$ cat config.mk
export PLATFORM = sky130hd
export DESIGN_NAME = pao_core
export DESIGN_NICKNAME = d
export VERILOG_FILES = /design/src/hw/pao_pkg.sv /design/src/hw/pao_buf_if.sv /design/src/hw/pao_core.sv /design/src/hw/pao_skid.sv
export VERILOG_INCLUDE_DIRS = /design/src /design/src/hw
export SDC_FILE = /design/constraint.sdc
export NUM_CORES = 1
export LEC_CHECK = 0
export ABC_AREA = 0
export ABC_CLOCK_PERIOD_IN_PS = 2650
export BUFFER_PORTS_ARGS = -buffer_cell sky130_fd_sc_hd__clkbuf_2
export CAP_MARGIN = 25
export CORE_MARGIN = 2
export CORE_UTILIZATION = 35
export CTS_CLUSTER_DIAMETER = 60
export DETAILED_ROUTE_END_ITERATION = 8
export GPL_ROUTABILITY_DRIVEN = 1
export PLACE_DENSITY_LB_ADDON = 0.1
export SETUP_SLACK_MARGIN = 0.1
export SYNTH_ARGS = -nofsm -noshare
export SYNTH_HDL_FRONTEND = slang
export SYNTH_HIERARCHICAL = 1
export SYNTH_SLANG_ARGS = --single-unit
$ cat constraint.sdc
create_clock -name clk -period 2.65 [get_ports clk]
set_clock_uncertainty 0.1 [all_clocks]
set_input_delay 0.265 -clock clk [delete_from_list [all_inputs] [get_ports clk]]
set_output_delay 0.265 -clock clk [all_outputs]
set_load 0.05 [all_outputs]
$ cat src/hw/pao_map.svh
// timing counts and code constants for the pipelined converter output path
`ifndef PAO_MAP_SVH
`define PAO_MAP_SVH
`define PAO_DATA_W        10
`define PAO_STAGES        9
`define PAO_LATENCY       5
`define PAO_CONV_MIN_NS   50
`define PAO_PHASE_MIN_NS  24
`define PAO_CLK_NS        20
`define PAO_CODE_ZERO     10'h000
`define PAO_CODE_MID      10'h200
`define PAO_CODE_FULL     10'h3ff
`define PAO_DIV_RST       3'h0
`endif

$ cat src/hw/pao_pkg.sv
// types shared by the converter output path
package pao_pkg;
  typedef logic [9:0] pao_word_t;
  typedef logic [1:0] pao_stage_t;
  typedef enum logic [1:0] {
    PAO_PH_SAMPLE = 2'b01,
    PAO_PH_HOLD   = 2'b10
  } pao_phase_t;
endpackage

$ cat src/hw/pao_buf_if.sv
// valid/ready carrier between the latency pipe and the output buffer
`timescale 1ns/1ps
`default_nettype none
interface pao_buf_if;
  logic [9:0] in_data;
  logic       in_valid;
  logic       in_ready;
  logic [9:0] out_data;
  logic       out_valid;
  logic       out_ready;
  modport src  (output in_data, output in_valid, input in_ready,
                input out_data, input out_valid, output out_ready);
  modport fifo (input in_data, input in_valid, output in_ready,
                output out_data, output out_valid, input out_ready);
endinterface
`default_nettype wire

$ cat src/hw/pao_core.sv
// digital output path of a 10-bit pipelined converter
// Operation
// - each 10-bit result appears on the bus five convert cycles after its sample
// - straight offset binary: top all ones, bottom all zeros, midscale msb only
// - code linear in input; three-quarter and quarter points fall on fixed codes
// - output enable high puts all ten data pins in high impedance
// - output enable low or floating drives the data pins; pull-down default
// - nine pipelined two-bit stages, each converting once per convert cycle
// - each stage result passes its own delay line to align one sample
// - error correction merges aligned redundant bits into a word kept for observation only
// - non-overlapping two-phase clock: sample in first phase, hold in second
// - power-down tristates outputs; five results after release are invalid
`timescale 1ns/1ps
`default_nettype none
`include "pao_map.svh"
module pao_core
  import pao_pkg::*;
#(
  parameter int DATA_W  = `PAO_DATA_W,
  parameter int STAGES  = `PAO_STAGES,
  parameter int LATENCY = `PAO_LATENCY
) (
  input  wire logic              clk,
  input  wire logic              rst_n,
  input  wire logic              conv_clk,
  input  wire logic [DATA_W-1:0] sample_in,
  input  wire logic              out_en_n,
  input  wire logic              power_down,
  output logic      [DATA_W-1:0] data_out,
  output logic      [DATA_W-1:0] data_oe,
  output logic                   data_valid,
  output logic                   sample_phase
);
  // ----------------------------------------------------------------
  // constants and checks
  // ----------------------------------------------------------------
  localparam int CONV_MIN_CYC  = (`PAO_CONV_MIN_NS + `PAO_CLK_NS - 1) / `PAO_CLK_NS;
  localparam int PHASE_MIN_CYC = (`PAO_PHASE_MIN_NS + `PAO_CLK_NS - 1) / `PAO_CLK_NS;
  // the pipeline spans the latency minus the sample register
  localparam int PIPE = LATENCY - 1;

  initial begin
    if (DATA_W != 10 || STAGES != 9 || LATENCY != 5) begin
      $error("pao_core serves 10 bits, 9 stages, latency 5 only");
    end
    if (CONV_MIN_CYC < 1 || PHASE_MIN_CYC < 1) begin
      $error("pao_core timing counts invalid");
    end
  end

  // pick two bits of a residue for one stage (decode used by every stage)
  function automatic pao_stage_t stage_bits(input logic [DATA_W-1:0] res, input int idx);
    pao_stage_t b;
    b = 2'h0;
    if (idx == 0) begin
      b = res[DATA_W-1 -: 2];
    end else begin
      // later stages resolve one new bit each; the upper bit is the
      // redundant overlap that the correction sum absorbs
      b = {1'b0, res[DATA_W-2-idx]};
    end
    return b;
  endfunction

  // ----------------------------------------------------------------
  // pin synchronisers
  // ----------------------------------------------------------------
  logic [2:0] cclk_sync;
  logic [1:0] oe_sync;
  logic [1:0] pd_sync;
  logic       conv_edge;

  // two flops per pin, three for the convert clock; edge detect looks only at the second and third flops
  always_ff @(posedge clk or negedge rst_n) begin
    if (!rst_n) begin
      cclk_sync <= 3'h0;
      oe_sync   <= 2'h0;
      pd_sync   <= 2'h0;
    end else begin
      cclk_sync <= {cclk_sync[1:0], conv_clk};
      oe_sync   <= {oe_sync[0], out_en_n};
      pd_sync   <= {pd_sync[0], power_down};
    end
  end
  // convert edge: a one-cycle enable, the only rate this block runs at
  assign conv_edge = cclk_sync[1] & ~cclk_sync[2];

  // sample word synchroniser; the word stands for the whole convert period,
  // so two flops per bit are enough and no gray code is needed
  pao_word_t samp_sync [2];

  always_ff @(posedge clk or negedge rst_n) begin
    if (!rst_n) begin
      samp_sync[0] <= `PAO_CODE_MID;
      samp_sync[1] <= `PAO_CODE_MID;
    end else begin
      samp_sync[0] <= sample_in;
      samp_sync[1] <= samp_sync[0];
    end
  end

  // ----------------------------------------------------------------
  // two-phase sampling clock
  // ----------------------------------------------------------------
  pao_phase_t phase;
  pao_word_t  held;

  always_ff @(posedge clk or negedge rst_n) begin
    if (!rst_n) begin
      phase <= PAO_PH_HOLD;
    end else begin
      unique case (phase)
        PAO_PH_HOLD: begin
          if (conv_edge) begin
            phase <= PAO_PH_SAMPLE;
          end
        end
        PAO_PH_SAMPLE: begin
          phase <= PAO_PH_HOLD;
        end
      endcase
    end
  end

  // sample in first phase, then held
  always_ff @(posedge clk or negedge rst_n) begin
    if (!rst_n) begin
      held <= `PAO_CODE_MID;
    end else if (conv_edge) begin
      // read only the second synchroniser flop
      held <= samp_sync[1];
    end
  end

  // ----------------------------------------------------------------
  // stage quantizers with per-stage delay lines
  // ----------------------------------------------------------------
  // residue moves one stage per convert edge; stage bits age in their own
  // lines so all nine results of a sample meet in the same cycle
  pao_stage_t aligned [STAGES];
  logic       step;
  assign step = (phase == PAO_PH_SAMPLE);

  // residue chain: stage s sees the sample s steps after stage zero did,
  // which is what makes the unequal delay lines below line up again
  pao_word_t residue [STAGES];

  always_ff @(posedge clk or negedge rst_n) begin
    if (!rst_n) begin
      for (int k = 0; k < STAGES; k++) begin
        residue[k] <= `PAO_CODE_MID;
      end
    end else if (step) begin
      residue[0] <= held;
      for (int k = 1; k < STAGES; k++) begin
        residue[k] <= residue[k-1];
      end
    end
  end

  genvar s;
  generate
    for (s = 0; s < STAGES; s++) begin : g_stage
      localparam int DLY = STAGES - 1 - s;
      pao_stage_t line [DLY+1];
      always_ff @(posedge clk or negedge rst_n) begin
        if (!rst_n) begin
          line[0] <= 2'h0;
        end else if (step) begin
          line[0] <= stage_bits(residue[s], s);
        end
      end
      for (genvar d = 1; d <= DLY; d++) begin : g_dly
        always_ff @(posedge clk or negedge rst_n) begin
          if (!rst_n) begin
            line[d] <= 2'h0;
          end else if (step) begin
            line[d] <= line[d-1];
          end
        end
      end
      assign aligned[s] = line[DLY];
    end
  endgenerate

  // ----------------------------------------------------------------
  // error correction and latency match
  // ----------------------------------------------------------------
  pao_word_t corrected;
  pao_word_t lat_pipe [PIPE];

  always_comb begin
    corrected = {aligned[0], 8'h00};
    for (int k = 1; k < STAGES; k++) begin
      // overlapping weights: a stage carry lands on the bit above it
      corrected = corrected + (pao_word_t'(aligned[k]) << (DATA_W - 2 - k));
    end
  end

  // stage delay lines are modelled behaviourally; the word latency is pinned
  // by this pipe so the output meets the documented count exactly
  // fixed five-cycle latency
  always_ff @(posedge clk or negedge rst_n) begin
    if (!rst_n) begin
      for (int k = 0; k < PIPE; k++) begin
        lat_pipe[k] <= `PAO_CODE_MID;
      end
    end else if (conv_edge) begin
      lat_pipe[0] <= held;
      for (int k = 1; k < PIPE; k++) begin
        lat_pipe[k] <= lat_pipe[k-1];
      end
    end
  end

  // ----------------------------------------------------------------
  // power-down blanking
  // ----------------------------------------------------------------
  logic [2:0] blank_cnt;

  // the word pushed at an edge is tested after that edge's decrement, so
  // the count starts one above the latency: the first five pushes are
  // stale pipe contents and the sixth carries the first fresh sample
  // five invalid results after release
  always_ff @(posedge clk or negedge rst_n) begin
    if (!rst_n) begin
      blank_cnt <= 3'(LATENCY + 1);
    end else if (pd_sync[1]) begin
      blank_cnt <= 3'(LATENCY + 1);
    end else if (conv_edge && blank_cnt != 3'h0) begin
      blank_cnt <= blank_cnt - 3'h1;
    end
  end

  // ----------------------------------------------------------------
  // output buffer and pins
  // ----------------------------------------------------------------
  pao_buf_if buf_if ();

  // output word is taken from the latency pipe; the correction result is not used here
  // straight offset binary
  assign buf_if.in_data   = lat_pipe[PIPE-1];
  assign buf_if.in_valid  = conv_edge;
  assign buf_if.out_ready = 1'b1;

  pao_skid #(
    .WIDTH (DATA_W),
    .DEPTH (2)
  ) u_skid (
    .clk   (clk),
    .rst_n (rst_n),
    .bus   (buf_if.fifo)
  );

  // output register; bus owner never stalls, buffer guards a later stall
  // blanked words are dropped so the pins keep the last good word standing
  always_ff @(posedge clk or negedge rst_n) begin
    if (!rst_n) begin
      data_out   <= `PAO_CODE_MID;
      data_valid <= 1'b0;
    end else if (buf_if.out_valid && blank_cnt == 3'h0 && !pd_sync[1]) begin
      data_out   <= buf_if.out_data;
      data_valid <= 1'b1;
    end else begin
      data_valid <= 1'b0;
    end
  end

  always_ff @(posedge clk or negedge rst_n) begin
    if (!rst_n) begin
      data_oe <= 10'h000;
    end else begin
      data_oe <= {DATA_W{~oe_sync[1] & ~pd_sync[1]}};
    end
  end

  // phase indicator for observation
  always_ff @(posedge clk or negedge rst_n) begin
    if (!rst_n) begin
      sample_phase <= 1'b0;
    end else begin
      sample_phase <= step;
    end
  end

  // the correction word trails the output pipe by four convert cycles (nine steps against five);
  // it is kept for observation only and does not reach the pins
  logic unused_corr;
  assign unused_corr = ^corrected;
endmodule
`default_nettype wire

$ cat src/hw/pao_skid.sv
// two-entry buffer with valid/ready on both sides
`timescale 1ns/1ps
`default_nettype none
`include "pao_map.svh"
module pao_skid
  import pao_pkg::*;
#(
  parameter int WIDTH = `PAO_DATA_W,
  parameter int DEPTH = 2
) (
  input  wire logic clk,
  input  wire logic rst_n,
  pao_buf_if.fifo   bus
);
  logic [WIDTH-1:0] mem [DEPTH];
  logic             wr_ptr;
  logic             rd_ptr;
  logic [1:0]       count;
  logic             do_wr;
  logic             do_rd;

  initial begin
    if (DEPTH != 2 || WIDTH < 1) begin
      $error("pao_skid serves only depth 2");
    end
  end

  assign bus.in_ready  = (count != 2'h2);
  assign bus.out_valid = (count != 2'h0);
  assign bus.out_data  = mem[rd_ptr];
  assign do_wr = bus.in_valid & bus.in_ready;
  assign do_rd = bus.out_valid & bus.out_ready;

  // storage written only on accepted words
  always_ff @(posedge clk) begin
    if (do_wr) begin
      mem[wr_ptr] <= bus.in_data;
    end
  end

  // pointers and occupancy; full refuses, so no word is lost on a stall
  always_ff @(posedge clk or negedge rst_n) begin
    if (!rst_n) begin
      wr_ptr <= 1'b0;
      rd_ptr <= 1'b0;
      count  <= 2'h0;
    end else begin
      if (do_wr) begin
        wr_ptr <= ~wr_ptr;
      end
      if (do_rd) begin
        rd_ptr <= ~rd_ptr;
      end
      count <= count + {1'b0, do_wr} - {1'b0, do_rd};
    end
  end
endmodule
`default_nettype wire

; ---- After elaboration in Yosys (flattened, before gate mapping)
; Memory sizes are Yosys's and may differ from the RTL's. A register that Yosys moved wholly into a read port is not among the register bits.
; Cells that the tools add are included.
[word_totals]
ff_bits = 89
mem_bits_rw = 20
input_bits = 15
output_inout_bits = 22
elab_cells = 50
n_memories = 1
[op_classes]
addsub = 3
n_eq_ne = 4
mux = 7
n_bitwise = 8
n_reduce_logical = 9
[mem_list]
columns = name, depth, word_bits, rd, rd_ports_with_merged_regs, wr, line_no
row1 = u_skid.mem, 2, 10, 1, 1, 1, pao_skid.sv:15  ; logic [WIDTH-1:0] mem [DEPTH];
[ops]
columns = cell, n
row1 = $mux W3, 2
row2 = $not A1 Y1, 5
row3 = $ne A2 B2 Y1 const B, 2
row4 = $pmux W2 S2, 1
row5 = $reduce_bool A2 Y1, 2
row6 = $and A1 B1 Y1, 3
row7 = $logic_and A1 B1 Y1, 3
row8 = $logic_not A3 Y1, 1
row9 = $mux W1, 3
row10 = $reduce_bool A3 Y1, 1
row11 = $sub A3 B1 Y3 const B, 1
row12 = $add A2 B1 Y2, 1
row13 = $eq A2 B1 Y1 const B, 1
row14 = $eq A2 B2 Y1 const B, 1
row15 = $logic_not A1 Y1, 2
row16 = $mux W2, 1
row17 = $sub A2 B1 Y2, 1

; ---- Logic depth before layout (Yosys ltp)
; Gate-level depths: netlist of the first run.
[depth]
word_depth = 5
ltp_mapped = 10
mapped_depth_nobuf = 8

; ---- Hierarchy
; Netlist of the first run, hierarchy kept.
[by_module_without_submodules]
columns = module, n_inst, cells_each, area_per_inst_um2, seq_area_each_um2
row1 = pao_core, 1, 300, 3399.5, 2391.0
row2 = pao_skid, 1, 48, 917.1, 700.7

; ---- Worst setup path after synthesis of the first run
; No wires, ideal clock.
[synth_path]
path_type = register to register
startpoint = register cclk_sync[2]
endpoint = memory u_skid/mem[0][0] in the netlist's numbering, enable pin
setup_time_ps = 376
arrival_time_ps = 1439
slack_ps = 735
path_stages_with_launch = 7
path_buffers = 2
period_less_slack_ps = 1915
cell_sequence = dfrtp_1 nand2b_1 buf_2 clkinv_2 buf_2 nand2_1 nor2_1
[synth_between]
elab_chain_cells = 5
[synth_lines]
columns = item, line_no
row1 = from (decl), pao_core.sv:68  ; logic [2:0] cclk_sync;
row2 = from (signal assigned), pao_core.sv:80  ; cclk_sync <= {cclk_sync[1:0], conv_clk};
row3 = $not A1 Y1, pao_core.sv:86  ; assign conv_edge = cclk_sync[1] & ~cclk_sync[2];
row4 = $and A1 B1 Y1, pao_core.sv:86
row5 = net buf_if.in_valid, pao_buf_if.sv:6  ; logic in_valid;
row6 = $and A1 B1 Y1, pao_skid.sv:31  ; assign do_wr = bus.in_valid & bus.in_ready;
row7 = $mux W1, pao_skid.sv:36  ; if (do_wr) begin
row8 = $mux W1 (implied by the code), pao_skid.sv:37  ; mem[wr_ptr] <= bus.in_data;
row9 = to (decl), pao_skid.sv:15
; The timed path passes the listed nets, and every way through them passes these cells.

; ---- Worst setup path in the final report of the first run
[layout_path]
startpoint = register u_skid.count[1]
endpoint = register u_skid.count[1]
[layout_between]
elab_cells_between_ends = 5
cone_classes = 2 x add/sub / 1 x eq/ne / 1 x bitwise / 1 x reduce/logical
[layout_lines]
columns = item, line_no
row1 = from (decl), pao_skid.sv:18  ; logic [1:0] count;
row2 = from (signal assigned), pao_skid.sv:54  ; count <= count + {1'b0, do_wr} - {1'b0, do_rd};
row3 = $reduce_bool A2 Y1, pao_skid.sv:29  ; assign bus.out_valid = (count != 2'h0);
row4 = net buf_if.out_valid, pao_buf_if.sv:9  ; logic out_valid;
row5 = $sub A2 B1 Y2, pao_skid.sv:54
; The timed path passes the listed nets, and every way through them passes these cells.
; A chain may end at the register's enable or synchronous reset.

==> results of run 1 <==
==> worst paths after layout <==
path	depth (start not counted)	end	slack, ns
setup / recovery	7	u_skid/count[1]	0.85
hold / removal	0	samp_sync[2]	0.24
setup reg to reg	7	u_skid/count[1]	0.85
hold reg to reg	0	samp_sync[2]	0.24
max in group asynchronous	3	blank_cnt[1]	1.49
min in group asynchronous	2	buf_if.in_data[4]	0.25
==> area by class of cell <==
type | instances | area [sq um]
timing repair buffer | 55 | 373
inverter | 5 | 20.0
multi-input combinational | 202 | 1060
sequential | 119 | 3090
clock inverter | 7 | 85.1
tap | 147 | 184
fill | 1119 | 6660
clock buffer | 25 | 538
==> state kept, by name (all words and copies together) (netlist names) <==
name            count
sample_phase        1
u_skid/mem         20
u_skid/wr_ptr       1
data_out           10
data_oe             1
u_skid/count        2
cclk_sync           3
held               10
phase               2
blank_cnt           3
buf_if.in_data     10
samp_sync          20
lat_pipe           30
data_valid          1
oe_sync             2
u_skid/rd_ptr       1
pd_sync             2
==> report_power, final <==
part / internal, mW / leakage [nW] / switching (mW) / total, mW
combinational: 0.281 / 0.906 / 0.407 / 0.689
sequential: 2.19 / 1.40 / 0.168 / 2.36
clock: 1.59 / 0.313 / 0.748 / 2.34
total: 4.06 / 2.61 / 1.32 / 5.38
==> metal layers <==
layer | vias to the layer above | track usage
met5 | - | 0
met4 | 0 | 0.0795
met3 | 16 | 0.0411
met2 | 38 | 0.158
met1 | 1061 | 0.143
li1 | 1197 | -
==> stage by stage <==
stage | instances | utilization | setup slack (ns) | hold WS [ns] | power, mW
6_report | 560 | 0.446 | 0.850 | 0.244 | 5.38
5_1_grt | 560 | 0.446 | 0.753 | 0.251 | 5.67
4_1_cts | 560 | 0.446 | 0.842 | 0.247 | 5.48
3_5_place_dp | 514 | 0.382 | 0.856 | 0.153 | 3.08
3_3_place_gp | 514 | 0.382 | 0.908 | 0.151 | 3.06
2_1_floorplan | 348 | - | 0.735 | -0.131 | 2.89
==> layout by cell type (no fill, tap or decap), types with 3 or more instances in the layout <==
cell           count
dfrtp_1           88
clkbuf_2          35
clkbuf_16         19
mux2_1             9
ha_1               4
clkbuf_8           4
edfxtp_1          20
mux2_4             9
nor2_1             7
buf_4              5
mux2_2             3
dlygate4sd3_1     14
nand2_1          151
inv_1              4
clkinv_2           6
xnor2_1            3
dfstp_2           11
==> kinds of logic after synthesis <==
| logic type | after synthesis |
|---|---|
| AND/OR/NAND/NOR | 168 |
| buffers and inverters | 27 |
| multiplexers | 22 |
| flip-flops | 119 |
| adder cells (fa/ha/maj) | 4 |
| other | 1 |
| AO/OA/AOI/OAI | 3 |
| XOR/XNOR | 4 |
==> flow_metrics.tcl, run 1 <==
set metrics [dict create \
    status "finished, final reports clean" \
    drc 0 \
    synth_top_cell_by_area "dfrtp_1" \
    synth_area_sq_um 4320 \
    async_reset_ff_frac 0.832 \
    synth-adder-area-share 0.0116 \
    rows 40 \
    antenna_found_initial 0 \
    top_layer "met4" \
    cts_hold_buf 14 \
    cts_buffer_depth 2 \
    postCtsSetupRepairBufs 0 \
    critPathTopFamily "adder cells" \
    hp-class "flip-flop to flip-flop" \
    fmax_ghz 0.555 \
    ios 37 \
    maxSlewViolCount 0 \
    cts_resized 0 \
    synthTopCellsByCount "nand2_1, dfrtp_1, edfxtp_1" \
    leakage_nw 2.61 \
    peakVddDrop_mv 0.448 \
    yosys.area.top_type_share 0.510 \
    setup_violations 0 \
    diodes 0 \
    cts_tree "built" \
    grt_max_degree 52 \
    grtUsageTotal 0.112 \
    h-tree-depth 4 \
    gp_congestion 0.708 \
    finalHoldViolCount 0 \
    dr.pass1.iters 4 \
    routed_wl_microns 6260 \
    crit_arrival_ns 2.03 \
    cts-root-buf "clkbuf_16" \
    cp_max_fo 3 \
    yosysWarnings 6 \
    die_h_microns 115 \
    drtAntennaViolNets 0 \
    cts.sinks 119 \
    critPathLaunch "u_skid/count[1]" \
    max_cap_viol_count 0 \
    ys_seq_area_frac 0.716 \
    crit_slowest_cell "dfrtp_1" \
    yosys-mux-area-fraction 0.0649 \
    ys.flop_type "dfrtp_1" \
    post-route-cell-area_sq_um 5360 \
    synth_compound_area_frac 0.00493 \
    yosysMostFrequentCell "nand2_1" \
    synth_simple_gate_area_frac 0.156 \
    die_w_microns 115 \
    placed_area_sq_um 4590 \
    coreArea_sq_um 12000 \
    path_class "flip-flop to flip-flop" \
    min_from "samp_sync[12]" \
    cts.clk_slew.worst_paths_ns 0.05 \
    layout-drive-gt1-share 0.245 \
    synth_edf_count 20 \
    worst_pin_slew_ns 0.516 \
    syn_nets 367 \
    rr_startpoint "u_skid/count[1]" \
    met2_length_microns 2690 \
    layout_min_cycle_time_ns 1.80 \
    wl_met1_microns 3160 \
    vias_per_cell 4.13 \
    path_cells "or2_1 -> and2_4 -> ha_1 -> inv_1 -> ha_1 -> xnor2_1 -> xnor2_1" \
    layout.nets 419 \
    fin_crit_sh 0.679 \
    critPathCaptureType "flip-flop" \
    synth_cell_types 30 \
    met3WireLength_microns 239 \
    synth_top_family_by_area "simple AND/OR/NAND/NOR gates" \
    grt_pass1_vias 2335 \
    crit_buf_inv 1 \
    initial_core_util 0.359 \
    worst_ep_required_time_ns 2.88 \
    die_area_sq_um 13200 \
    slowest_delay_ns 0.40 \
    synthCells 348 \
    rsz0062_at_grt "false" \
    grt_overflow_total 0 \
    dpl.hpwl_microns 3480 \
    synthXorXnorAreaFrac 0.00812 \
    cts_made_buffers 17 \
    tns_ns 0 \
    clock_latency_ns 0.41 \
    syn_area_per_cell_sq_um 12.4 \
    area_growth_pct 24.1 \
    slew_headroom 0.656 \
    power.density_nw_per_um2 1000 \
    route.vias.total 2312 \
    wl_per_cell_microns 11.2 \
    portBuffers 36 \
    synthTopCellsByArea "dfrtp_1, edfxtp_1, nand2_1" \
    first_iter_violations 129 \
    grt_pass1_wl_microns 11100 \
    start_kind "flip-flop" \
    synth-seq-cells 119 \
]
Note: power is estimated with default switching activity, not from simulation.
==> inputs of run 2 (changes only) <==
- ABC_CLOCK_PERIOD_IN_PS: 2650 -> 1800
- clock period: 2.65 -> 1.8 ns (I/O delays scaled with it)
==> run 2 against run 1 <==
  * First-iteration DRC count down 22%
  * Largest cell class unchanged
  * Power up 49%
  * Global-route usage down 0.13 points
  * Via count up 2.9%
  * Fmax up 7.3%
  * Highest routed layer unchanged
  * Critical path depth unchanged
  * Die area unchanged
==> flow_metrics.tcl, run 2 (same netlist as run 1, synthesis figures left out) <==
set metrics [dict create \
    grt_pass1_wl_microns 11000 \
    worst_pin_slew_ns 0.573 \
    rr_startpoint "u_skid/count[1]" \
    fin_crit_sh 0.932 \
    gr-max-usage-layer "met2" \
    cp_max_fo 2 \
    multiInputGateArea_sq_um 1130 \
    regMostFlops "lat_pipe" \
    power.internal_mw 5.99 \
    die_w_microns 115 \
    switching_share 0.252 \
    cts.sinks 119 \
    antenna_found_initial 0 \
    p_clk_frac 0.418 \
    cts_tree "built" \
    finalHoldViolCount 0 \
    fmax_ghz 0.596 \
    layout_common_cells "nand2_1, dfrtp_1, clkbuf_2, clkbuf_16, edfxtp_1" \
    layout.nets 428 \
    crit_arrival_ns 1.87 \
    rows 40 \
    worst_ep_required_time_ns 1.99 \
    drc 0 \
    critPathCaptureType "flip-flop" \
    grt_use_met3 0.0474 \
    peakVddDrop_mv 1.07 \
    combPwrFrac 0.149 \
    grt_pass1_vias 2296 \
    setup_violations 0 \
    drtAntennaViolNets 0 \
    portBuffers 36 \
    vias_per_cell 4.18 \
    grt_max_degree 52 \
    p_sw_mw 2.01 \
    final_common_cell "nand2_1" \
    max_cap_viol_count 0 \
    die_area_sq_um 13200 \
    dr.pass1.iters 3 \
    gp_congestion 0.667 \
    wl_per_cell_microns 11.7 \
    cts-root-buf "clkbuf_16" \
    gr-usage-met1 0.136 \
    routed_wl_microns 6650 \
    leakage_nw 2.66 \
    tns_ns 0 \
    grtUsageMet2 0.162 \
    status "finished, final reports clean" \
    maxSlewViolCount 0 \
    route.vias.total 2380 \
    layout_min_cycle_time_ns 1.68 \
    r2r_end "u_skid/count[1]" \
    rsz0062_at_grt "true" \
    dpl.hpwl_microns 3670 \
    regToRegSetupSlack_ns 0.12 \
    rr_worst_depth 7 \
    postLayoutCoreUtil 0.457 \
    hp-class "input port to async pin" \
    grt_overflow_total 0 \
    clock_latency_ns 0.40 \
    diodes 0 \
    die_h_microns 115 \
    seq_power_share 0.433 \
    coreArea_sq_um 12000 \
    fillers 1111 \
    initial_core_util 0.359 \
    path_class "flip-flop to flip-flop" \
    start_kind "flip-flop" \
    first_iter_violations 101 \
    area_growth_pct 27.1 \
    cts_buffer_depth 2 \
    power.density_nw_per_um2 1460 \
    reg_top3 "lat_pipe x30, samp_sync x20, u_skid/mem x20" \
    h-tree-depth 4 \
    grtUsageTotal 0.111 \
    slew_headroom 0.618 \
    cts_made_buffers 17 \
    cts.clk_slew.worst_paths_ns 0.05 \
    layout-drive-gt1-share 0.273 \
    register_area_sq_um 3090 \
    fin_hold_ws_ns 0.217 \
    largest_reg_flops 30 \
    ios 37 \
]
==> run 2: cell types whose count changed in the layout (fill, tap and decap cells not counted), moves of 2 or more <==
cell      previous run  this run
buf_4                5        11
clkinv_2             6         4
ha_1                 4         2
ha_4                 0         2
==> run 2: routing by layer <==
layer / vias up / part of all wire
met5: - / 0
met3: 11 / 0.032
met1: 1110 / 0.49
li1: 1220 / -
met4: 0 / 0.021
met2: 39 / 0.46
==> run 2: worst max path at each step <==
stage	endpoint	slack [ns]	depth (start not counted)	from
after floorplan	u_skid/count[1]	0.07	10	cclk_sync[2]
after global placement	u_skid/count[1]	0.13	7	u_skid/count[1]
after detailed placement	u_skid/count[1]	0.08	7	u_skid/count[1]
after CTS	u_skid/count[1]	0.11	7	u_skid/count[0]
after global routing	u_skid/count[1]	0.07	7	u_skid/count[1]
final	u_skid/count[1]	0.12	7	u_skid/count[1]
==> run 2: final cells by class <==
type | instances | share of cell area
repair buffers | 63 | 0.0819
flip-flops and latches | 119 | 0.563
clock buffers | 26 | 0.101
clock inverters | 6 | 0.0105
inverters | 5 | 0.00433
multi-input cells | 203 | 0.206
well taps | 147 | 0.0335
==> run 2: critical path, cell delays in order (launching register included) <==
cell	delay [ns]
dfrtp_1	0.37
or2_1	0.24
and2_4	0.16
ha_4	0.26
inv_2	0.04
ha_4	0.15
xnor2_2	0.13
xnor2_1	0.12
==> run 2: metrics by stage <==
step	area, sq um	total power, mW	std cells	setup slack [ns]
final	5490	8.01	569	0.122
after global routing	5490	8.43	569	0.0652
after CTS	5460	8.13	567	0.111
after detailed placement	4700	4.66	520	0.0779
after global placement	4700	4.63	520	0.131
after floorplan	4380	4.33	348	0.0672
==> run 2: repair_timing <==
item	CTS	global route
pin swaps	2	4
buffers inserted	1	1
gates cloned	0	1
hold buffers	14	0
endpoints found under the hold margin	49	0
endpoints found under the setup margin	1	12
resized for setup	0	2
==> run 2: power groups by stage <==
stage	registers (mW)	clock network, mW	logic [mW]
after floorplan	3.64	0	0.697
after global placement	3.50	0	1.12
after detailed placement	3.52	0	1.14
after CTS	3.47	3.46	1.19
after global routing	3.53	3.59	1.32
final	3.47	3.35	1.19
